[src/sram_host_pkg.sv]
// Purpose: constants for the static memory host controller
// Assumes: 100 MHz clock, 55 ns speed grade by default
// Notes: times in ns, cycle counts derived from the clock period
//
// Notes on behaviour
// - data lines shared; device drives on reads, host drives on writes.
// - host holds write data valid 25 ns before the ending edge.
// - host never drives data lines while the device may drive them.
// - host holds address stable until write ends; recovery is zero.
// - host presents valid address no later than select falling edge.
package sram_host_pkg;
   localparam int ADDR_W       = 17;
   localparam int DATA_W       = 8;
   localparam int CLK_PERIOD_NS = 10;
   localparam int T_ACCESS_NS  = 55;
   localparam int T_WP_NS      = 55;
   localparam int T_DW_NS      = 25;
   localparam int T_HZ_NS      = 25;
   localparam int ACCESS_CYC   = (T_ACCESS_NS + CLK_PERIOD_NS - 1)
                                 / CLK_PERIOD_NS;
   localparam int WP_CYC       = (T_WP_NS + CLK_PERIOD_NS - 1)
                                 / CLK_PERIOD_NS;
   localparam int DW_CYC       = (T_DW_NS + CLK_PERIOD_NS - 1)
                                 / CLK_PERIOD_NS;
   localparam int HZ_CYC       = (T_HZ_NS + CLK_PERIOD_NS - 1)
                                 / CLK_PERIOD_NS;
   localparam int CNT_W        = 8;
   localparam logic [ADDR_W-1:0] ADDR_RST = 17'h00000;
   localparam logic [DATA_W-1:0] DATA_RST = 8'h00;
   typedef enum {
      ST_IDLE,
      ST_RD_ACCESS,
      ST_WR_SETUP,
      ST_WR_PULSE,
      ST_RECOVER
   } host_state_t;
endpackage

[src/cycle_timer.sv]
// Purpose: loadable down counter for strobe timing
// Assumes: load value at least one
// Notes: done is high while the count is zero
`timescale 1ns/1ps
module cycle_timer
#(
   parameter int WIDTH = 8
)
(
   input  wire logic             clk_in,
   input  wire logic             reset_in,
   input  wire logic             load_in,
   input  wire logic [WIDTH-1:0] value_in,
   output logic                  done_out
);
   logic [WIDTH-1:0] count_r;
   logic [WIDTH-1:0] count_nxt;

   always_comb
   begin
      count_nxt = count_r;
      if (load_in)
      begin
         count_nxt = value_in;
      end
      else if (count_r != '0)
      begin
         count_nxt = count_r - 1'b1;
      end
   end

   always_ff @(posedge clk_in or posedge reset_in)
   begin
      if (reset_in)
      begin
         count_r <= '0;
      end
      else
      begin
         count_r <= count_nxt;
      end
   end

   assign done_out = (count_r == '0);
endmodule // cycle_timer

[src/sram_host.sv]
// Purpose: host controller driving an asynchronous static memory
// Assumes: one request at a time, user holds request until ready
// Notes: strobes come from flip-flops; data lines split into in/out/oe
`timescale 1ns/1ps
module sram_host
#(
   parameter int ADDR_W     = sram_host_pkg::ADDR_W,
   parameter int DATA_W     = sram_host_pkg::DATA_W,
   parameter int ACCESS_CYC = sram_host_pkg::ACCESS_CYC,
   parameter int WP_CYC     = sram_host_pkg::WP_CYC,
   parameter int HZ_CYC     = sram_host_pkg::HZ_CYC
)
(
   input  wire logic              clk_in,
   input  wire logic              reset_in,
   input  wire logic              req_valid_in,
   input  wire logic              req_write_in,
   input  wire logic [ADDR_W-1:0] req_addr_in,
   input  wire logic [DATA_W-1:0] req_wdata_in,
   output logic                   req_ready_out,
   output logic                   rd_valid_out,
   output logic [DATA_W-1:0]      rd_data_out,
   output logic [ADDR_W-1:0]      address_lines_out,
   output logic                   chip_select_n_out,
   output logic                   chip_select_active_high_out,
   output logic                   write_strobe_n_out,
   output logic                   output_enable_n_out,
   input  wire logic [DATA_W-1:0] data_lines_in,
   output logic [DATA_W-1:0]      data_lines_out,
   output logic                   data_lines_oe_out
);
   localparam int CW = sram_host_pkg::CNT_W;

   sram_host_pkg::host_state_t state_r;
   sram_host_pkg::host_state_t state_nxt;
   logic [ADDR_W-1:0] addr_r;
   logic [ADDR_W-1:0] addr_nxt;
   logic [DATA_W-1:0] wdata_r;
   logic [DATA_W-1:0] wdata_nxt;
   logic [DATA_W-1:0] rdata_r;
   logic [DATA_W-1:0] rdata_nxt;
   logic              rd_valid_r;
   logic              rd_valid_nxt;
   logic              cs_n_r;
   logic              cs_n_nxt;
   logic              we_n_r;
   logic              we_n_nxt;
   logic              oe_n_r;
   logic              oe_n_nxt;
   logic              drive_r;
   logic              drive_nxt;
   logic [DATA_W-1:0] dq_s1_r;
   logic [DATA_W-1:0] dq_s2_r;
   logic              tmr_load;
   logic [CW-1:0]     tmr_value;
   logic              tmr_done;

   cycle_timer #(.WIDTH(CW)) timer_u
   (
      .clk_in   (clk_in),
      .reset_in (reset_in),
      .load_in  (tmr_load),
      .value_in (tmr_value),
      .done_out (tmr_done)
   );

   // two-stage synchroniser on returning read data
   always_ff @(posedge clk_in or posedge reset_in)
   begin
      if (reset_in)
      begin
         dq_s1_r <= sram_host_pkg::DATA_RST;
         dq_s2_r <= sram_host_pkg::DATA_RST;
      end
      else
      begin
         dq_s1_r <= data_lines_in;
         dq_s2_r <= dq_s1_r;
      end
   end

   always_comb
   begin
      state_nxt    = state_r;
      addr_nxt     = addr_r;
      wdata_nxt    = wdata_r;
      rdata_nxt    = rdata_r;
      rd_valid_nxt = 1'b0;
      cs_n_nxt     = cs_n_r;
      we_n_nxt     = we_n_r;
      oe_n_nxt     = oe_n_r;
      drive_nxt    = drive_r;
      tmr_load     = 1'b0;
      tmr_value    = '0;
      unique case (state_r)
         sram_host_pkg::ST_IDLE:
         begin
            if (req_valid_in)
            begin
               // address registered on the same edge that select falls
               addr_nxt  = req_addr_in;
               wdata_nxt = req_wdata_in;
               if (req_write_in)
               begin
                  // select first, strobes high, lines still floating
                  cs_n_nxt  = 1'b0;
                  state_nxt = sram_host_pkg::ST_WR_SETUP;
               end
               else
               begin
                  cs_n_nxt  = 1'b0;
                  oe_n_nxt  = 1'b0;
                  tmr_load  = 1'b1;
                  // two extra cycles cover the input synchroniser
                  tmr_value = CW'(ACCESS_CYC + 2);
                  state_nxt = sram_host_pkg::ST_RD_ACCESS;
               end
            end
         end
         sram_host_pkg::ST_RD_ACCESS:
         begin
            if (tmr_done)
            begin
               rdata_nxt    = dq_s2_r;
               rd_valid_nxt = 1'b1;
               cs_n_nxt     = 1'b1;
               oe_n_nxt     = 1'b1;
               tmr_load     = 1'b1;
               // wait for device to release the lines
               tmr_value    = CW'(HZ_CYC);
               state_nxt    = sram_host_pkg::ST_RECOVER;
            end
         end
         sram_host_pkg::ST_WR_SETUP:
         begin
            // output enable stays high, so device never drives here
            drive_nxt = 1'b1;
            we_n_nxt  = 1'b0;
            tmr_load  = 1'b1;
            // pulse length also covers the data setup time
            tmr_value = CW'(WP_CYC);
            state_nxt = sram_host_pkg::ST_WR_PULSE;
         end
         sram_host_pkg::ST_WR_PULSE:
         begin
            if (tmr_done)
            begin
               // write ends on strobe rise; address and data still held
               we_n_nxt  = 1'b1;
               tmr_load  = 1'b1;
               tmr_value = CW'(1);
               state_nxt = sram_host_pkg::ST_RECOVER;
            end
         end
         sram_host_pkg::ST_RECOVER:
         begin
            cs_n_nxt = 1'b1;
            if (we_n_r && cs_n_r)
            begin
               drive_nxt = 1'b0;
            end
            if (tmr_done && cs_n_r)
            begin
               state_nxt = sram_host_pkg::ST_IDLE;
            end
         end
      endcase
   end

   always_ff @(posedge clk_in or posedge reset_in)
   begin
      if (reset_in)
      begin
         state_r    <= sram_host_pkg::ST_IDLE;
         addr_r     <= sram_host_pkg::ADDR_RST;
         wdata_r    <= sram_host_pkg::DATA_RST;
         rdata_r    <= sram_host_pkg::DATA_RST;
         rd_valid_r <= 1'b0;
         cs_n_r     <= 1'b1;
         we_n_r     <= 1'b1;
         oe_n_r     <= 1'b1;
         drive_r    <= 1'b0;
      end
      else
      begin
         state_r    <= state_nxt;
         addr_r     <= addr_nxt;
         wdata_r    <= wdata_nxt;
         rdata_r    <= rdata_nxt;
         rd_valid_r <= rd_valid_nxt;
         cs_n_r     <= cs_n_nxt;
         we_n_r     <= we_n_nxt;
         oe_n_r     <= oe_n_nxt;
         drive_r    <= drive_nxt;
      end
   end

   assign req_ready_out               = (state_r == sram_host_pkg::ST_IDLE);
   assign rd_valid_out                = rd_valid_r;
   assign rd_data_out                 = rdata_r;
   assign address_lines_out           = addr_r;
   assign chip_select_n_out           = cs_n_r;
   assign chip_select_active_high_out = 1'b1;
   assign write_strobe_n_out          = we_n_r;
   assign output_enable_n_out         = oe_n_r;
   assign data_lines_out              = wdata_r;
   assign data_lines_oe_out           = drive_r;
endmodule // sram_host

[config.mk]
export PLATFORM = sky130hd
export DESIGN_NAME = sram_host
export DESIGN_NICKNAME = d
export VERILOG_FILES = /design/src/sram_host_pkg.sv /design/src/cycle_timer.sv /design/src/sram_host.sv
export SDC_FILE = /design/constraint.sdc
export NUM_CORES = 1
export LEC_CHECK = 0
export BUFFER_PORTS_ARGS = -buffer_cell sky130_fd_sc_hd__buf_2
export CAP_MARGIN = 20
export CORE_MARGIN = 2
export CORE_UTILIZATION = 42
export CTS_CLUSTER_DIAMETER = 60
export CTS_CLUSTER_SIZE = 20
export DETAILED_ROUTE_END_ITERATION = 6
export GPL_TIMING_DRIVEN = 0
export PLACE_DENSITY = 0.81
export SETUP_SLACK_MARGIN = 0.05
export SYNTH_ARGS = -nofsm -noshare
export SYNTH_HDL_FRONTEND = slang
export SYNTH_HIERARCHICAL = 1
export SYNTH_SLANG_ARGS = --single-unit
[constraint.sdc]
create_clock -name clk_in -period 2.55 [get_ports clk_in]
set_input_delay 0.1275 -clock clk_in [delete_from_list [all_inputs] [get_ports clk_in]]
set_output_delay 0.1275 -clock clk_in [all_outputs]
set_load 0.05 [all_outputs]
== Yosys cells after proc, flatten, opt, wreduce, memory -nomap -nowiden ==
Index checks and enable logic that the tools add are counted.
Storage, ports and cells
  flip-flop bits (word level): 94
  input port bits: 37
  logic and storage cells: 69
Cells by class
  equal/unequal tests: 11
  reduce and logical (&&, ||, !) cells: 19
  multiplexer cells: 26
  add/subtract/negate cells: 1
Operator list (count)
  32-bit one-hot mux with 4 select lines: 1
  32-bit two-way mux: 3
  32-bit by 2-bit equality test with 1-bit output (second input constant): 2
  32-bit logical NOT: 2
  32-bit by 1-bit equality test with 1-bit output (second input constant): 1
  32-bit by 3-bit equality test with 1-bit output (second input constant): 1
  8-bit two-way mux: 2
  4-bit one-hot mux with 4 select lines: 1
  2-bit != test (second input constant): 6
  1-bit two-way mux: 10
  8-bit logical NOT: 1
  4-bit two-way mux: 2
  2-bit AND reduction: 4
  2-bit nonzero test: 4
  8-bit nonzero test: 1
  8-bit by 1-bit subtractor with 8-bit output (second input constant): 1
  1-bit one-hot mux with 2 select lines: 3
  1-bit one-hot mux with 3 select lines: 2
  3-bit AND reduction: 2
  2-bit two-way mux: 2
  4-bit AND reduction: 1
  3-bit nonzero test: 1
  1-bit logical AND: 2
  2-bit by 1-bit != test with 1-bit output (second input constant): 1
  2-bit OR reduction: 1

== Depth between registers and ports, before layout ==
Gate-level depths: netlist of the first run.
  word-level depth: 4
  mapped depth: 11
  gate-level depth less buffers: 8

== By module ==
Netlist of the first run, hierarchy kept.
By module, submodules not included
  sram_host: area each 2064.5 µm², cells an instance 136, times used 1
  cycle_timer: area each 496.7 µm², cells an instance 56, times used 1

== Worst setup path before layout of the first run ==
OpenSTA, ideal clock, no wires.
  path type: reg-to-reg
  start point: register timer_u.count_r[0]
  end point: register timer_u.count_r[6]
  data required time: 2473 ps
  cell stages (with the launch flop): 12
  path buffers: 3
  data arrival time: 2383 ps
  path slack: 89 ps
  clock period less this slack: 2461 ps
  library setup time: 77 ps
  cells stage by stage: dfrtp_1 inv_1 ha_1 or4b_1 buf_2 nor2_2 nand3_1 nand3_1 buf_1 clkbuf_1 a31oi_1 a21oi_1
On the way
  longest elaborated chain between the ends: 4
  elaborated cells on any way between the ends: 8
  those cells by class: add/sub: 1; mux: 4; reduce/logical: 3
RTL lines
  from (decl): line cycle_timer.sv:16  | logic [WIDTH-1:0] count_r;
  from (signal assigned): line cycle_timer.sv:40  | count_r <= count_nxt;
  8-bit logical NOT *: line cycle_timer.sv:44  | assign done_out = (count_r == '0);
  net tmr_done: line sram_host.sv:56  | logic tmr_done;
  1-bit two-way mux *: line sram_host.sv:122, sram_host.sv:146
  1-bit one-hot mux with 3 select lines *: line sram_host.sv:95  | unique case (state_r)
  net tmr_load: line sram_host.sv:54  | logic tmr_load;
  8-bit two-way mux or 2-bit nonzero test (tied branches)
The timed path passes the listed nets; every way through them passes the cells marked *. The select of a mux whose other input is x is not followed.
A chain may end at the register's enable or synchronous reset.

== Final worst setup path of the first run ==
  start point: register timer_u.count_r[0]
  end point: register rdata_r[2] (netlist: rd_data_out[2])
On the way
  longest elaborated chain between the ends: 2
RTL lines
  8-bit logical NOT: line cycle_timer.sv:44
  net tmr_done: line sram_host.sv:56
  2-bit AND reduction (no source line)
  to (signal assigned): line sram_host.sv:177  | rdata_r <= sram_host_pkg::DATA_RST;
  to (signal assigned): line sram_host.sv:189  | rdata_r <= rdata_nxt;
  to (decl): line sram_host.sv:40  | logic [DATA_W-1:0] rdata_r;
The timed path passes the listed nets, and every way through them passes these cells.

==> report_table.html, run 1 <==
<table>
<tr><th>Metric</th><th>Value</th></tr>
<tr><th colspan="2">Power</th></tr>
<tr><td>Leakage power of the design</td><td>0.00178 uW</td></tr>
<tr><td>Final Power</td><td>4670 uW</td></tr>
<tr><td>VDD IR-drop max</td><td>0.000886 V</td></tr>
<tr><td>Total power divided by cell area</td><td>1320 mW/mm^2</td></tr>
<tr><th colspan="2">Synthesis</th></tr>
<tr><td>Post-synth top area share</td><td>0.606</td></tr>
<tr><td>Number of synthesized flops with an enable pin</td><td>0</td></tr>
<tr><td>Post-Syn Area per Cell</td><td>13.3 sq um</td></tr>
<tr><td>Synth async-reset ratio</td><td>1.00</td></tr>
<tr><td>Leading register cell type out of synthesis</td><td>dfrtp_1</td></tr>
<tr><td>Sequential-to-total area share from yosys stat</td><td>0.637</td></tr>
<tr><td>Top post-synthesis cells by count</td><td>dfrtp_1, mux2_1, mux2_2</td></tr>
<tr><td>Most frequent cell after synthesis</td><td>dfrtp_1</td></tr>
<tr><td>Top cell type by total area after synthesis</td><td>dfrtp_1</td></tr>
<tr><td>Number of synthesized register bits</td><td>65</td></tr>
<tr><td>Yosys cell types</td><td>41</td></tr>
<tr><td>Total of warnings raised by yosys</td><td>6</td></tr>
<tr><td>Post-synthesis instance area</td><td>0.00256 sq mm</td></tr>
<tr><td>Cell types with the largest area share after synthesis</td><td>dfrtp_1, mux2_1, mux2_2</td></tr>
<tr><td>Synthesized instance count</td><td>192</td></tr>
<tr><th colspan="2">Final layout</th></tr>
<tr><td>Area added between synthesis and finish</td><td>38.2%</td></tr>
<tr><td>Fillers</td><td>463</td></tr>
<tr><td>Layout cell share with drive strength beyond 1</td><td>0.417</td></tr>
<tr><td>Number of nets in the final layout</td><td>340</td></tr>
<tr><td>Diode count</td><td>0</td></tr>
<tr><th colspan="2">Worst setup path</th></tr>
<tr><td>Required time at the endpoint of the critical path</td><td>2.77 ns</td></tr>
<tr><td>Worst reg-to-reg path cell count</td><td>8</td></tr>
<tr><td>Family of cells with the greatest summed delay on the critical path</td><td>simple AND/OR/NAND/NOR gates</td></tr>
<tr><td>Arrival time of the worst setup path</td><td>2.61 ns</td></tr>
<tr><td>Register-to-register setup slack</td><td>0.16 ns</td></tr>
<tr><td>Capture instance of the worst register-to-register path</td><td>rd_data_out[2]</td></tr>
<tr><td>Critical Path Max Stage Delay</td><td>0.43 ns</td></tr>
<tr><td>Maximum fanout count along the critical path</td><td>10</td></tr>
<tr><td>Critical path buffer and inverter count</td><td>3</td></tr>
<tr><td>Startpoint of the most critical register-to-register path</td><td>timer_u/count_r[0]</td></tr>
<tr><td>Kind of launch point of the worst setup path</td><td>flip-flop</td></tr>
<tr><td>Critical-path cell list</td><td>inv_1, ha_4, or4b_1, buf_2, nor2_4, and4bb_2, buf_6, mux2_2</td></tr>
<tr><td>CP Class</td><td>reg2reg</td></tr>
<tr><td>Critical Path Sink Type</td><td>flip-flop</td></tr>
<tr><td>Standard cell with the maximum stage delay on the critical path</td><td>or4b_1</td></tr>
<tr><th colspan="2">Route</th></tr>
<tr><td>Final routed DRC violation total</td><td>0</td></tr>
<tr><td>Post-detailed-route count of antenna-violating nets</td><td>0</td></tr>
<tr><td>Via count</td><td>1869</td></tr>
<tr><td>Detailed-route wire length per cell</td><td>14.1 um</td></tr>
<tr><td>Via density</td><td>4.89</td></tr>
<tr><td>DRT Pass-1 Iters</td><td>4</td></tr>
<tr><td>WL final</td><td>5.39 mm</td></tr>
<tr><td>Number of DRC markers after the initial detailed-route iteration</td><td>94</td></tr>
<tr><th colspan="2">STA</th></tr>
<tr><td>Max-slew violation count</td><td>0</td></tr>
<tr><td>Final Cycle Share</td><td>0.937</td></tr>
<tr><td>Relative slew margins</td><td>0.603</td></tr>
<tr><td>Highest attainable clock frequency</td><td>0.419 GHz</td></tr>
<tr><td>Final Worst Setup Slack</td><td>0.161 ns</td></tr>
<tr><td>Fin Clk Skew</td><td>0.00333 ns</td></tr>
<tr><td>Finish-stage setup viols</td><td>0</td></tr>
<tr><td>Slew at the pin with the worst max-slew slack</td><td>0.593 ns</td></tr>
<tr><td>Final min period</td><td>2.39 ns</td></tr>
<tr><td>Count of final hold-check violations</td><td>0</td></tr>
<tr><td>Unrepaired setup endpoints after global routing</td><td>no</td></tr>
<tr><th colspan="2">Clock network</th></tr>
<tr><td>Largest buffer count on any clock path</td><td>2</td></tr>
<tr><td>Root buffer cell</td><td>clkbuf_8</td></tr>
<tr><td>Htree depth</td><td>3</td></tr>
<tr><td>Skew-Pair Late Insertion Delay</td><td>0.33 ns</td></tr>
<tr><td>Clock buffers created by TritonCTS</td><td>9</td></tr>
<tr><td>Clock-pin slew reported for the worst setup and hold paths after clock tree synthesis</td><td>0.07 ns</td></tr>
<tr><td>Clock tree from TritonCTS</td><td>done</td></tr>
<tr><td>Count of clock tree sinks</td><td>65</td></tr>
<tr><th colspan="2">Global routing</th></tr>
<tr><td>Vias in the first global route</td><td>1939</td></tr>
<tr><td>Largest net degree at the start of global routing</td><td>39</td></tr>
<tr><td>Global-route wire length before repair</td><td>8.74 mm</td></tr>
<tr><td>Remaining Overflow, GRT</td><td>0</td></tr>
<tr><td>Total routing usage reported by global routing</td><td>0.174</td></tr>
<tr><td>Antenna violations before repair</td><td>0</td></tr>
<tr><th colspan="2">Place</th></tr>
<tr><td>Final weighted congestion of routability-driven global placement</td><td>0.799</td></tr>
<tr><td>Total half-perimeter wirelength after legalization and detailed placement</td><td>3.64 mm</td></tr>
<tr><td>Number of I/O port buffers</td><td>75</td></tr>
<tr><td>DP Worst Slack</td><td>-0.428 ns</td></tr>
<tr><th colspan="2">Flow run</th></tr>
<tr><td>Maximum Capacitance Violations</td><td>0</td></tr>
<tr><th colspan="2">Worst hold path</th></tr>
<tr><td>WHS Endpoint</td><td>data_lines_out[2]</td></tr>
<tr><td>Worst min-delay path startpoint</td><td>req_wdata_in[2]</td></tr>
<tr><td>Cells on Worst Hold Path</td><td>2</td></tr>
<tr><td>Path type of the worst min-delay path</td><td>in2reg</td></tr>
<tr><th colspan="2">Floorplanning</th></tr>
<tr><td>Number of placed I/O pins</td><td>77</td></tr>
<tr><td>Chip height</td><td>82.1 um</td></tr>
<tr><td>Full die area</td><td>0.00674 sq mm</td></tr>
<tr><td>Die Span X</td><td>82.1 um</td></tr>
<tr><td>Floorplan Core Area</td><td>0.00592 sq mm</td></tr>
<tr><td>Initial Util</td><td>0.433</td></tr>
<tr><td>Row count</td><td>28</td></tr>
<tr><th colspan="2">Outcome</th></tr>
<tr><td>Outcome</td><td>finished, final reports clean</td></tr>
</table>
## cell usage in the layout, fill, tap and decap left out, types with 2 or more instances in the layout
master and count:
nand2b_1 2, mux2_1 20, clkinv_2 2, bufinv_16 2
o31ai_1 5, buf_6 3, dfstp_2 3, buf_4 3
nand3_1 4, dlygate4sd3_1 20, mux2_2 13, xnor2_1 2
inv_1 9, nor3_1 6, a21oi_1 4, buf_2 79
a31oi_1 3, nor2_1 6, and3_1 3, conb_1 5
clkbuf_8 11, o21ai_0 4, nand2_1 12, dfrtp_1 62
## power by group
part	leakage [uW]	switching [uW]	internal, uW
Combinational	0.000866	1440	625
Clock	0.000115	381	600
Sequential	0.000796	219	1400
Total	0.00178	2040	2630
## kinds of logic after synthesis
group | Yosys count | synth area share
buf+inv | 20 | 0.0391
fa+ha+maj | 1 | 0.00488
flops | 65 | 0.637
compound gates | 26 | 0.0704
mux | 33 | 0.145
simple gates | 43 | 0.0943
xor+xnor | 2 | 0.00684
other cells | 2 | 0.00293
## stage by stage
step	cell area, sq um	instances	utilization	hold WS [ns]	setup TNS [ns]
finish	3540	382	0.598	0.0102	0
global route	3540	382	0.598	0.00512	0
CTS	3510	381	0.593	0.000572	0
detailed placement	3060	346	0.517	0.119	-3.17
global placement	3040	345	0.514	0.0988	-2.37
floorplan	2570	195	-	-0.0568	0
## worst register-to-register path, cell delays in order, from the launching register on
cell and delay, ns:
dfrtp_1 0.41, inv_1 0.14, ha_4 0.18, or4b_1 0.44, buf_2 0.19, nor2_4 0.16, and4bb_2 0.27, buf_6 0.15
mux2_2 0.34
## final cells by class
class                           instances  area [sq um]  share of cell area
Tap cell                               75          93.8              0.0265
Clock inverter                          5          77.6              0.0219
Sequential cell                        65          1630               0.461
Timing Repair Buffer                   97           603               0.170
Multi-Input combinational cell        110           877               0.248
Inverter                               10          37.5              0.0106
Buffer                                  9          68.8              0.0194
Clock buffer                           11           151              0.0428
## worst max-delay path by stage
stage,to,start,depth (start not counted)
after floorplan,timer_u/count_r[6],timer_u/count_r[0],11
after global placement,timer_u/count_r[6],timer_u/count_r[0],11
after detailed placement,timer_u/count_r[6],timer_u/count_r[0],11
after CTS,timer_u/count_r[6],timer_u/count_r[0],10
after global routing,rd_data_out[7],timer_u/count_r[0],8
final,rd_data_out[2],timer_u/count_r[0],8
## per-layer routing
metal	track usage	share of wire	routed length, um
met5	0	0	0
met4	0.0683	0.0098	53
met3	0.0587	0.064	346
met2	0.282	0.51	2750
met1	0.214	0.41	2240
## timing repair
action | CTS | global route
setup buffers | 0 | 1
hold buffers | 20 | 0
gates resized for setup | 7 | 4
gates cloned | 0 | 0
endpoints found under the setup margin | 15 | 14
pin swaps | 0 | 1
endpoints found under the hold margin | 46 | 0
## state kept, by name, summed over array words and instances, names as in the netlist
register / flops
write_strobe_n_out: 1
address_lines_out: 17
data_lines_oe_out: 1
state_r: 3
output_enable_n_out: 1
chip_select_n_out: 1
timer_u/count_r: 8
rd_data_out: 8
dq_s2_r: 8
data_lines_out: 8
dq_s1_r: 8
rd_valid_out: 1
Note: power is estimated with default switching activity, not from simulation.
==> run 2, diff against run 1 <==
--- a/config.mk
+++ b/config.mk
@@ -8,12 +8,12 @@
 export BUFFER_PORTS_ARGS = -buffer_cell sky130_fd_sc_hd__buf_2
 export CAP_MARGIN = 20
 export CORE_MARGIN = 2
-export CORE_UTILIZATION = 42
+export CORE_UTILIZATION = 30
 export CTS_CLUSTER_DIAMETER = 60
 export CTS_CLUSTER_SIZE = 20
 export DETAILED_ROUTE_END_ITERATION = 6
 export GPL_TIMING_DRIVEN = 0
-export PLACE_DENSITY = 0.81
+export PLACE_DENSITY = 0.64
 export SETUP_SLACK_MARGIN = 0.05
 export SYNTH_ARGS = -nofsm -noshare
 export SYNTH_HDL_FRONTEND = slang
==> run 2 against run 1 <==
Utilization down 16 points. Via count is 1.7% higher. Hold slack improved by 0.018 ns. Critical path type unchanged.
==> report_table.html, run 2 (synthesis results as in run 1) <==
<table>
<tr><th>Metric</th><th>Value</th></tr>
<tr><th colspan="2">Floorplanning</th></tr>
<tr><td>Chip height</td><td>96.4 um (+17%)</td></tr>
<tr><td>Number of placed I/O pins</td><td>77 (unchanged)</td></tr>
<tr><td>Die Span X</td><td>96.4 um (+17%)</td></tr>
<tr><td>Initial Util</td><td>0.310 (-0.122)</td></tr>
<tr><td>Floorplan Core Area</td><td>0.00826 sq mm (+39%)</td></tr>
<tr><td>Row count</td><td>33 (+18%)</td></tr>
<tr><td>Full die area</td><td>0.00929 sq mm (+38%)</td></tr>
<tr><th colspan="2">Worst setup path</th></tr>
<tr><td>Required time at the endpoint of the critical path</td><td>2.78 ns (about the same)</td></tr>
<tr><td>Critical-path cell list</td><td>inv_1, ha_4, or4b_1, buf_2, nor2_4, and4bb_2, buf_8, mux2_2</td></tr>
<tr><td>Family of cells with the greatest summed delay on the critical path</td><td>simple AND/OR/NAND/NOR gates</td></tr>
<tr><td>Maximum fanout count along the critical path</td><td>10 (unchanged)</td></tr>
<tr><td>Standard cell with the maximum stage delay on the critical path</td><td>or4b_1</td></tr>
<tr><td>CP Class</td><td>reg2reg</td></tr>
<tr><td>Arrival time of the worst setup path</td><td>2.60 ns (about the same)</td></tr>
<tr><td>Critical Path Max Stage Delay</td><td>0.42 ns (about the same)</td></tr>
<tr><td>Critical path buffer and inverter count</td><td>3 (unchanged)</td></tr>
<tr><td>Critical Path Sink Type</td><td>flip-flop</td></tr>
<tr><td>Kind of launch point of the worst setup path</td><td>flip-flop</td></tr>
<tr><th colspan="2">Final layout</th></tr>
<tr><td>Diode count</td><td>0 (unchanged)</td></tr>
<tr><td>Max reg flops</td><td>17 (unchanged)</td></tr>
<tr><td>Most frequent cells in the layout</td><td>buf_2, dfrtp_1, dlygate4sd3_1, mux2_1, mux2_2</td></tr>
<tr><td>Area taken by multi-input logic gates</td><td>877 sq um (unchanged)</td></tr>
<tr><td>Fillers</td><td>797 (+72%)</td></tr>
<tr><td>Final std cells w/o fill</td><td>423 (+11%)</td></tr>
<tr><td>Sequential cell area</td><td>0.00163 sq mm (unchanged)</td></tr>
<tr><td>Layout cell share with drive strength beyond 1</td><td>0.403 (-0.0144)</td></tr>
<tr><td>Number of nets in the final layout</td><td>351 (+3.2%)</td></tr>
<tr><td>Area added between synthesis and finish</td><td>42.3%</td></tr>
<tr><td>Commonest non-fill, non-tap cell in the layout</td><td>buf_2</td></tr>
<tr><th colspan="2">Clock network</th></tr>
<tr><td>Root buffer cell</td><td>clkbuf_8</td></tr>
<tr><td>Skew-Pair Late Insertion Delay</td><td>0.33 ns (about the same)</td></tr>
<tr><td>Count of clock tree sinks</td><td>65 (unchanged)</td></tr>
<tr><td>Clock-pin slew reported for the worst setup and hold paths after clock tree synthesis</td><td>0.08 ns (about the same)</td></tr>
<tr><td>Htree depth</td><td>3 (unchanged)</td></tr>
<tr><td>Clock tree from TritonCTS</td><td>done</td></tr>
<tr><td>Largest buffer count on any clock path</td><td>2 (unchanged)</td></tr>
<tr><td>Clock buffers created by TritonCTS</td><td>9 (unchanged)</td></tr>
<tr><th colspan="2">Power</th></tr>
<tr><td>VDD IR-drop max</td><td>0.000760 V (-14%)</td></tr>
<tr><td>Switching power share of the total</td><td>0.465 (+0.0271)</td></tr>
<tr><td>Clock Power Share</td><td>0.180 (-0.030)</td></tr>
<tr><td>Int Pwr</td><td>2400 uW (-8.5%)</td></tr>
<tr><td>Switching power of the nets</td><td>2090 uW (+2.1%)</td></tr>
<tr><td>Seq pwr share</td><td>0.358 (+0.011)</td></tr>
<tr><td>Final Power</td><td>4490 uW (-3.8%)</td></tr>
<tr><td>Leakage power of the design</td><td>0.00180 uW (+1.1%)</td></tr>
<tr><td>Gate power share</td><td>0.462 (+0.019)</td></tr>
<tr><td>Total power divided by cell area</td><td>1230 mW/mm^2 (-6.6%)</td></tr>
<tr><th colspan="2">STA</th></tr>
<tr><td>Final Cycle Share</td><td>0.928 (-0.00889)</td></tr>
<tr><td>Sum of negative setup slack</td><td>0 ns (unchanged)</td></tr>
<tr><td>Count of final hold-check violations</td><td>0 (unchanged)</td></tr>
<tr><td>Highest attainable clock frequency</td><td>0.423 GHz (+0.96%)</td></tr>
<tr><td>Unrepaired setup endpoints after global routing</td><td>no</td></tr>
<tr><td>Fin Clk Skew</td><td>0.00739 ns (+0.00406 ns)</td></tr>
<tr><td>Finish-stage setup viols</td><td>0 (unchanged)</td></tr>
<tr><td>Final min period</td><td>2.37 ns (-0.0227 ns)</td></tr>
<tr><td>Relative slew margins</td><td>0.593 (-0.0101)</td></tr>
<tr><td>Final Worst Setup Slack</td><td>0.184 ns (+0.0227 ns)</td></tr>
<tr><td>Max-slew violation count</td><td>0 (unchanged)</td></tr>
<tr><td>Hold_ws</td><td>0.0278 ns (+0.0176 ns)</td></tr>
<tr><td>Slew at the pin with the worst max-slew slack</td><td>0.608 ns (+0.0151 ns)</td></tr>
<tr><th colspan="2">Place</th></tr>
<tr><td>Number of I/O port buffers</td><td>75 (unchanged)</td></tr>
<tr><td>Final weighted congestion of routability-driven global placement</td><td>0.790 (-1.2%)</td></tr>
<tr><td>Total half-perimeter wirelength after legalization and detailed placement</td><td>3.51 mm (-3.5%)</td></tr>
<tr><td>DP Worst Slack</td><td>-0.377 ns (+0.0515 ns)</td></tr>
<tr><td>Number of placed cells counting well taps</td><td>376 (+8.7%)</td></tr>
<tr><th colspan="2">Global routing</th></tr>
<tr><td>Largest net degree at the start of global routing</td><td>43 (+10%)</td></tr>
<tr><td>Remaining Overflow, GRT</td><td>0 (unchanged)</td></tr>
<tr><td>Antenna violations before repair</td><td>0 (unchanged)</td></tr>
<tr><td>Global-route wire length before repair</td><td>9.01 mm (+3.1%)</td></tr>
<tr><td>Total routing usage reported by global routing</td><td>0.130 (-0.0431)</td></tr>
<tr><td>Vias in the first global route</td><td>1867 (-3.7%)</td></tr>
<tr><th colspan="2">Route</th></tr>
<tr><td>Via count</td><td>1901 (+1.7%)</td></tr>
<tr><td>Number of DRC markers after the initial detailed-route iteration</td><td>35 (-63%)</td></tr>
<tr><td>Post-detailed-route count of antenna-violating nets</td><td>0 (unchanged)</td></tr>
<tr><td>Via density</td><td>4.49 (-8.1%)</td></tr>
<tr><td>WL final</td><td>5.37 mm (-0.33%)</td></tr>
<tr><td>DRT Pass-1 Iters</td><td>4 (unchanged)</td></tr>
<tr><td>Detailed-route wire length per cell</td><td>12.7 um (-10%)</td></tr>
<tr><td>Final routed DRC violation total</td><td>0 (unchanged)</td></tr>
<tr><th colspan="2">Flow run</th></tr>
<tr><td>Maximum Capacitance Violations</td><td>0 (unchanged)</td></tr>
<tr><th colspan="2">Outcome</th></tr>
<tr><td>Outcome</td><td>finished, final reports clean</td></tr>
<tr><th colspan="2">Worst hold path</th></tr>
<tr><td>Path type of the worst min-delay path</td><td>in2reg</td></tr>
</table>
[run 2: worst paths after layout]
| path | start | to | slack [ns] | depth (start not counted) |
|---|---|---|---|---|
| max in group asynchronous | reset_in | chip_select_n_out | 1.64 | 4 |
| setup reg to reg | timer_u/count_r[0] | rd_data_out[7] | 0.18 | 8 |
| hold / removal | req_wdata_in[5] | data_lines_out[5] | 0.03 | 2 |
| min in group asynchronous | reset_in | timer_u/count_r[6] | 0.30 | 3 |
| hold reg to reg | dq_s1_r[2] | dq_s2_r[2] | 0.35 | 0 |
| setup / recovery | timer_u/count_r[0] | rd_data_out[7] | 0.18 | 8 |
[run 2: power by group through the flow]
stage | registers, uW | clock network (uW) | logic, uW
2_1_floorplan | 2510 | 0 | 644
3_3_place_gp | 1610 | 0 | 1970
3_5_place_dp | 1620 | 0 | 2010
4_1_cts | 1610 | 851 | 2060
5_1_grt | 1660 | 899 | 2220
6_report | 1610 | 808 | 2080
[run 2: worst register-to-register path: cells and delay by family, from the launching register on]
kind	cells	cell delay (ns)
AND/OR/NAND/NOR	3	0.89
buffers and inverters	3	0.46
flip-flops	1	0.41
multiplexers	1	0.34
adder cells (fa/ha/maj)	1	0.17
[run 2: what timing repair did]
action,4_1_cts,5_1_grt
setup endpoints to repair,15,14
hold endpoints to repair,52,0
setup buffers,0,1
hold buffers,31,0
pin swaps,0,1
resized for setup,7,5
[run 2: layout make-up]
cell class                      count  share of cell area
Timing Repair Buffer              108               0.196
Buffer                              9              0.0199
Sequential cell                    65               0.447
Clock buffer                        9              0.0340
Multi-Input combinational cell    110               0.241
Tap cell                          105              0.0360
Clock inverter                      7              0.0161
Inverter                           10              0.0103
[run 2: metal layers]
layer  GRT usage  routed length (um)  share of wire  vias up
met1       0.159                2220           0.41      924
met3      0.0528                 337          0.063        7
met4      0.0528                  71          0.013        0
met2       0.206                2740           0.51       57
met5           0                   0              0        -
li1            -                   -              -      913
[run 2: stage by stage]
step,cell area [sq um],util
2_1_floorplan,2570,-
3_3_place_gp,3080,0.373
3_5_place_dp,3100,0.375
4_1_cts,3620,0.438
5_1_grt,3640,0.441
6_report,3640,0.441
==> run 3, diff against run 2 <==
--- a/config.mk
+++ b/config.mk
@@ -6,14 +6,15 @@
 export NUM_CORES = 1
 export LEC_CHECK = 0
 export BUFFER_PORTS_ARGS = -buffer_cell sky130_fd_sc_hd__buf_2
-export CAP_MARGIN = 20
+export CELL_PAD_IN_SITES_DETAIL_PLACEMENT = 1
+export CELL_PAD_IN_SITES_GLOBAL_PLACEMENT = 2
 export CORE_MARGIN = 2
 export CORE_UTILIZATION = 30
 export CTS_CLUSTER_DIAMETER = 60
 export CTS_CLUSTER_SIZE = 20
 export DETAILED_ROUTE_END_ITERATION = 6
 export GPL_TIMING_DRIVEN = 0
-export PLACE_DENSITY = 0.64
+export PLACE_DENSITY = 0.86
 export SETUP_SLACK_MARGIN = 0.05
 export SYNTH_ARGS = -nofsm -noshare
 export SYNTH_HDL_FRONTEND = slang
==> run 3 against run 2 <==
Utilization about the same. Sequential share of layout area hardly changed. Non-clock buffer count shrank 2. Combinational power is essentially flat. Critical path type unchanged. Count of clock-buffer cells in the layout unchanged. Worst setup slack worse by 0.074 ns. Clock skew barely moved. First-iteration DRC count is 140% higher. Hold slack got worse by 0.011 ns. Global-route usage rose by 1.9 points. Cell count decreased by 0.47%. Wire length increased by 18%.
==> report_table.html, run 3 (synthesis results as in run 1) <==
<table>
<tr><th>Metric</th><th>Value</th></tr>
<tr><th colspan="2">Outcome</th></tr>
<tr><td>Outcome</td><td>finished, final reports clean</td></tr>
<tr><th colspan="2">Final layout</th></tr>
<tr><td>Fillers</td><td>903 (+13%)</td></tr>
<tr><td>Max reg flops</td><td>17 (unchanged)</td></tr>
<tr><td>Diode count</td><td>0 (unchanged)</td></tr>
<tr><td>Number of nets in the final layout</td><td>349 (-0.57%)</td></tr>
<tr><td>Area added between synthesis and finish</td><td>42.5%</td></tr>
<tr><td>Commonest non-fill, non-tap cell in the layout</td><td>buf_2</td></tr>
<tr><td>Final std cells w/o fill</td><td>421 (-0.47%)</td></tr>
<tr><td>Most frequent cells in the layout</td><td>buf_2, dfrtp_1, dlygate4sd3_1, mux2_1, mux2_2</td></tr>
<tr><td>Layout cell share with drive strength beyond 1</td><td>0.418 (+0.0152)</td></tr>
<tr><th colspan="2">Clock network</th></tr>
<tr><td>Largest buffer count on any clock path</td><td>2 (unchanged)</td></tr>
<tr><td>Clock buffers created by TritonCTS</td><td>9 (unchanged)</td></tr>
<tr><td>Clock-pin slew reported for the worst setup and hold paths after clock tree synthesis</td><td>0.08 ns (about the same)</td></tr>
<tr><td>Htree depth</td><td>3 (unchanged)</td></tr>
<tr><td>Root buffer cell</td><td>clkbuf_8</td></tr>
<tr><td>Count of clock tree sinks</td><td>65 (unchanged)</td></tr>
<tr><td>Clock tree from TritonCTS</td><td>done</td></tr>
<tr><td>Skew-Pair Late Insertion Delay</td><td>0.33 ns (about the same)</td></tr>
<tr><th colspan="2">Place</th></tr>
<tr><td>Total half-perimeter wirelength after legalization and detailed placement</td><td>4.06 mm (+16%)</td></tr>
<tr><td>Final weighted congestion of routability-driven global placement</td><td>0.770 (-2.5%)</td></tr>
<tr><td>Number of placed cells counting well taps</td><td>376 (unchanged)</td></tr>
<tr><td>Number of I/O port buffers</td><td>75 (unchanged)</td></tr>
<tr><td>DP Worst Slack</td><td>-0.536 ns (-0.159 ns)</td></tr>
<tr><th colspan="2">Worst setup path</th></tr>
<tr><td>Maximum fanout count along the critical path</td><td>10 (unchanged)</td></tr>
<tr><td>Required time at the endpoint of the critical path</td><td>2.77 ns (about the same)</td></tr>
<tr><td>Worst reg-to-reg path cell count</td><td>8 (unchanged)</td></tr>
<tr><td>Startpoint of the most critical register-to-register path</td><td>timer_u/count_r[0]</td></tr>
<tr><td>Standard cell with the maximum stage delay on the critical path</td><td>or4b_1</td></tr>
<tr><td>CP Class</td><td>reg2reg</td></tr>
<tr><td>Critical-path cell list</td><td>inv_1, ha_2, or4b_1, buf_2, nor2_4, and4bb_2, buf_8, mux2_2</td></tr>
<tr><td>Kind of launch point of the worst setup path</td><td>flip-flop</td></tr>
<tr><td>Capture instance of the worst register-to-register path</td><td>rd_data_out[2]</td></tr>
<tr><td>Critical Path Sink Type</td><td>flip-flop</td></tr>
<tr><td>Critical Path Max Stage Delay</td><td>0.45 ns (+0.03 ns)</td></tr>
<tr><td>Arrival time of the worst setup path</td><td>2.66 ns (+0.06 ns)</td></tr>
<tr><td>Register-to-register setup slack</td><td>0.11 ns (-0.07 ns)</td></tr>
<tr><th colspan="2">Global routing</th></tr>
<tr><td>Largest net degree at the start of global routing</td><td>36 (-16%)</td></tr>
<tr><td>Total routing usage reported by global routing</td><td>0.150 (+0.0191)</td></tr>
<tr><td>Vias in the first global route</td><td>2178 (+17%)</td></tr>
<tr><td>Antenna violations before repair</td><td>0 (unchanged)</td></tr>
<tr><td>Global-route wire length before repair</td><td>10.5 mm (+17%)</td></tr>
<tr><td>Remaining Overflow, GRT</td><td>0 (unchanged)</td></tr>
<tr><th colspan="2">STA</th></tr>
<tr><td>Highest attainable clock frequency</td><td>0.410 GHz (-3.0%)</td></tr>
<tr><td>Final min period</td><td>2.44 ns (+0.0738 ns)</td></tr>
<tr><td>Final Worst Setup Slack</td><td>0.110 ns (-0.0738 ns)</td></tr>
<tr><td>Slew at the pin with the worst max-slew slack</td><td>0.676 ns (+0.0675 ns)</td></tr>
<tr><td>Finish-stage setup viols</td><td>0 (unchanged)</td></tr>
<tr><td>Relative slew margins</td><td>0.543 (-0.0496)</td></tr>
<tr><td>Unrepaired setup endpoints after global routing</td><td>no</td></tr>
<tr><td>Count of final hold-check violations</td><td>0 (unchanged)</td></tr>
<tr><td>Fin Clk Skew</td><td>0.00766 ns (+0.000270 ns)</td></tr>
<tr><td>Hold_ws</td><td>0.0165 ns (-0.0113 ns)</td></tr>
<tr><td>Max-slew violation count</td><td>0 (unchanged)</td></tr>
<tr><td>Final Cycle Share</td><td>0.957 (+0.0289)</td></tr>
<tr><th colspan="2">Floorplanning</th></tr>
<tr><td>Initial Util</td><td>0.310 (unchanged)</td></tr>
<tr><td>Chip height</td><td>96.4 um (unchanged)</td></tr>
<tr><td>Row count</td><td>33 (unchanged)</td></tr>
<tr><td>Die Span X</td><td>96.4 um (unchanged)</td></tr>
<tr><td>Full die area</td><td>0.00929 sq mm (unchanged)</td></tr>
<tr><td>Number of placed I/O pins</td><td>77 (unchanged)</td></tr>
<tr><td>Floorplan Core Area</td><td>0.00826 sq mm (unchanged)</td></tr>
<tr><th colspan="2">Route</th></tr>
<tr><td>Final routed DRC violation total</td><td>0 (unchanged)</td></tr>
<tr><td>DRT Pass-1 Iters</td><td>4 (unchanged)</td></tr>
<tr><td>Via count</td><td>1933 (+1.7%)</td></tr>
<tr><td>Number of DRC markers after the initial detailed-route iteration</td><td>84 (+140%)</td></tr>
<tr><td>Via density</td><td>4.59 (+2.2%)</td></tr>
<tr><td>Detailed-route wire length per cell</td><td>15.1 um (+19%)</td></tr>
<tr><td>WL final</td><td>6.35 mm (+18%)</td></tr>
<tr><td>Post-detailed-route count of antenna-violating nets</td><td>0 (unchanged)</td></tr>
<tr><th colspan="2">Power</th></tr>
<tr><td>VDD IR-drop max</td><td>0.000678 V (-11%)</td></tr>
<tr><td>Total power divided by cell area</td><td>1300 mW/mm^2 (+5.2%)</td></tr>
<tr><td>Leakage power of the design</td><td>0.00181 uW (+0.92%)</td></tr>
<tr><th colspan="2">Worst hold path</th></tr>
<tr><td>WHS Endpoint</td><td>data_lines_out[2]</td></tr>
<tr><td>Cells on Worst Hold Path</td><td>2 (unchanged)</td></tr>
<tr><td>Path type of the worst min-delay path</td><td>in2reg</td></tr>
<tr><td>Worst min-delay path startpoint</td><td>req_wdata_in[2]</td></tr>
<tr><th colspan="2">Flow run</th></tr>
<tr><td>Maximum Capacitance Violations</td><td>0 (unchanged)</td></tr>
</table>
## run 3: changes by cell type in the layout (fill, tap and decap cells not counted)
| cell | before | now |
|---|---|---|
| bufinv_16 | 0 | 2 |
| ha_2 | 0 | 1 |
| inv_6 | 5 | 2 |
| buf_4 | 2 | 7 |
| clkbuf_4 | 1 | 0 |
| clkinvlp_4 | 2 | 1 |
| ha_4 | 1 | 0 |
| clkinv_4 | 0 | 2 |
| dlygate4sd3_1 | 31 | 25 |
## run 3: cell type report
cell class / count / area [sq um] / share of cell area
flip-flops and latches: 65 / 1630 / 0.447
clock inverters: 7 / 103 / 0.0281
multi-input cells: 110 / 867 / 0.238
repair buffers: 106 / 683 / 0.187
well taps: 105 / 131 / 0.0360
clock buffers: 9 / 124 / 0.0340
inverters: 10 / 37.5 / 0.0103
plain buffers: 9 / 72.6 / 0.0199
## run 3: timing repair
item / CTS / global route
pin swaps: 1 / 0
gates resized for setup: 8 / 3
hold buffers: 25 / 0
endpoints found under the setup margin: 16 / 8
setup buffers: 2 / 3
hold endpoints to repair: 51 / 0
## run 3: power by group
group | internal (uW) | leakage, uW | switching [uW]
Clock | 560 | 0.000110 | 429
Sequential | 1400 | 0.000796 | 227
Combinational | 646 | 0.000906 | 1470
## run 3: layer usage
metal	global-route usage	routed length (um)
met1	0.173	2610
met2	0.252	3240
met3	0.0590	456
met4	0.0528	45
met5	0	0
## run 3: worst max-delay path by stage
stage	start	to	slack, ns	depth (start not counted)
2_1_floorplan	timer_u/count_r[0]	timer_u/count_r[6]	0.09	11
3_3_place_gp	timer_u/count_r[0]	timer_u/count_r[6]	-0.45	11
3_5_place_dp	timer_u/count_r[0]	timer_u/count_r[6]	-0.54	11
4_1_cts	timer_u/count_r[0]	rd_data_out[2]	0.07	8
5_1_grt	timer_u/count_r[0]	rd_data_out[2]	0.02	8
6_report	timer_u/count_r[0]	rd_data_out[2]	0.11	8
## run 3: stage by stage
step / total power, uW / utilization / TNS [ns] / area, sq um
detailed placement: 3660 / 0.375 / -4.71 / 3100
finish: 4730 / 0.442 / 0 / 3650
global route: 5000 / 0.442 / 0 / 3650
floorplan: 3160 / - / 0 / 2570
CTS: 4720 / 0.438 / 0 / 3620
global placement: 3590 / 0.373 / -3.94 / 3080
## run 3: worst max-delay path, delay by kind of cell, from the launching register on
family	cells	cell delay [ns]
muxes	1	0.34
adders and majority gates	1	0.23
buffers and inverters	3	0.46
and+or+nand+nor	3	0.88
DFF	1	0.42
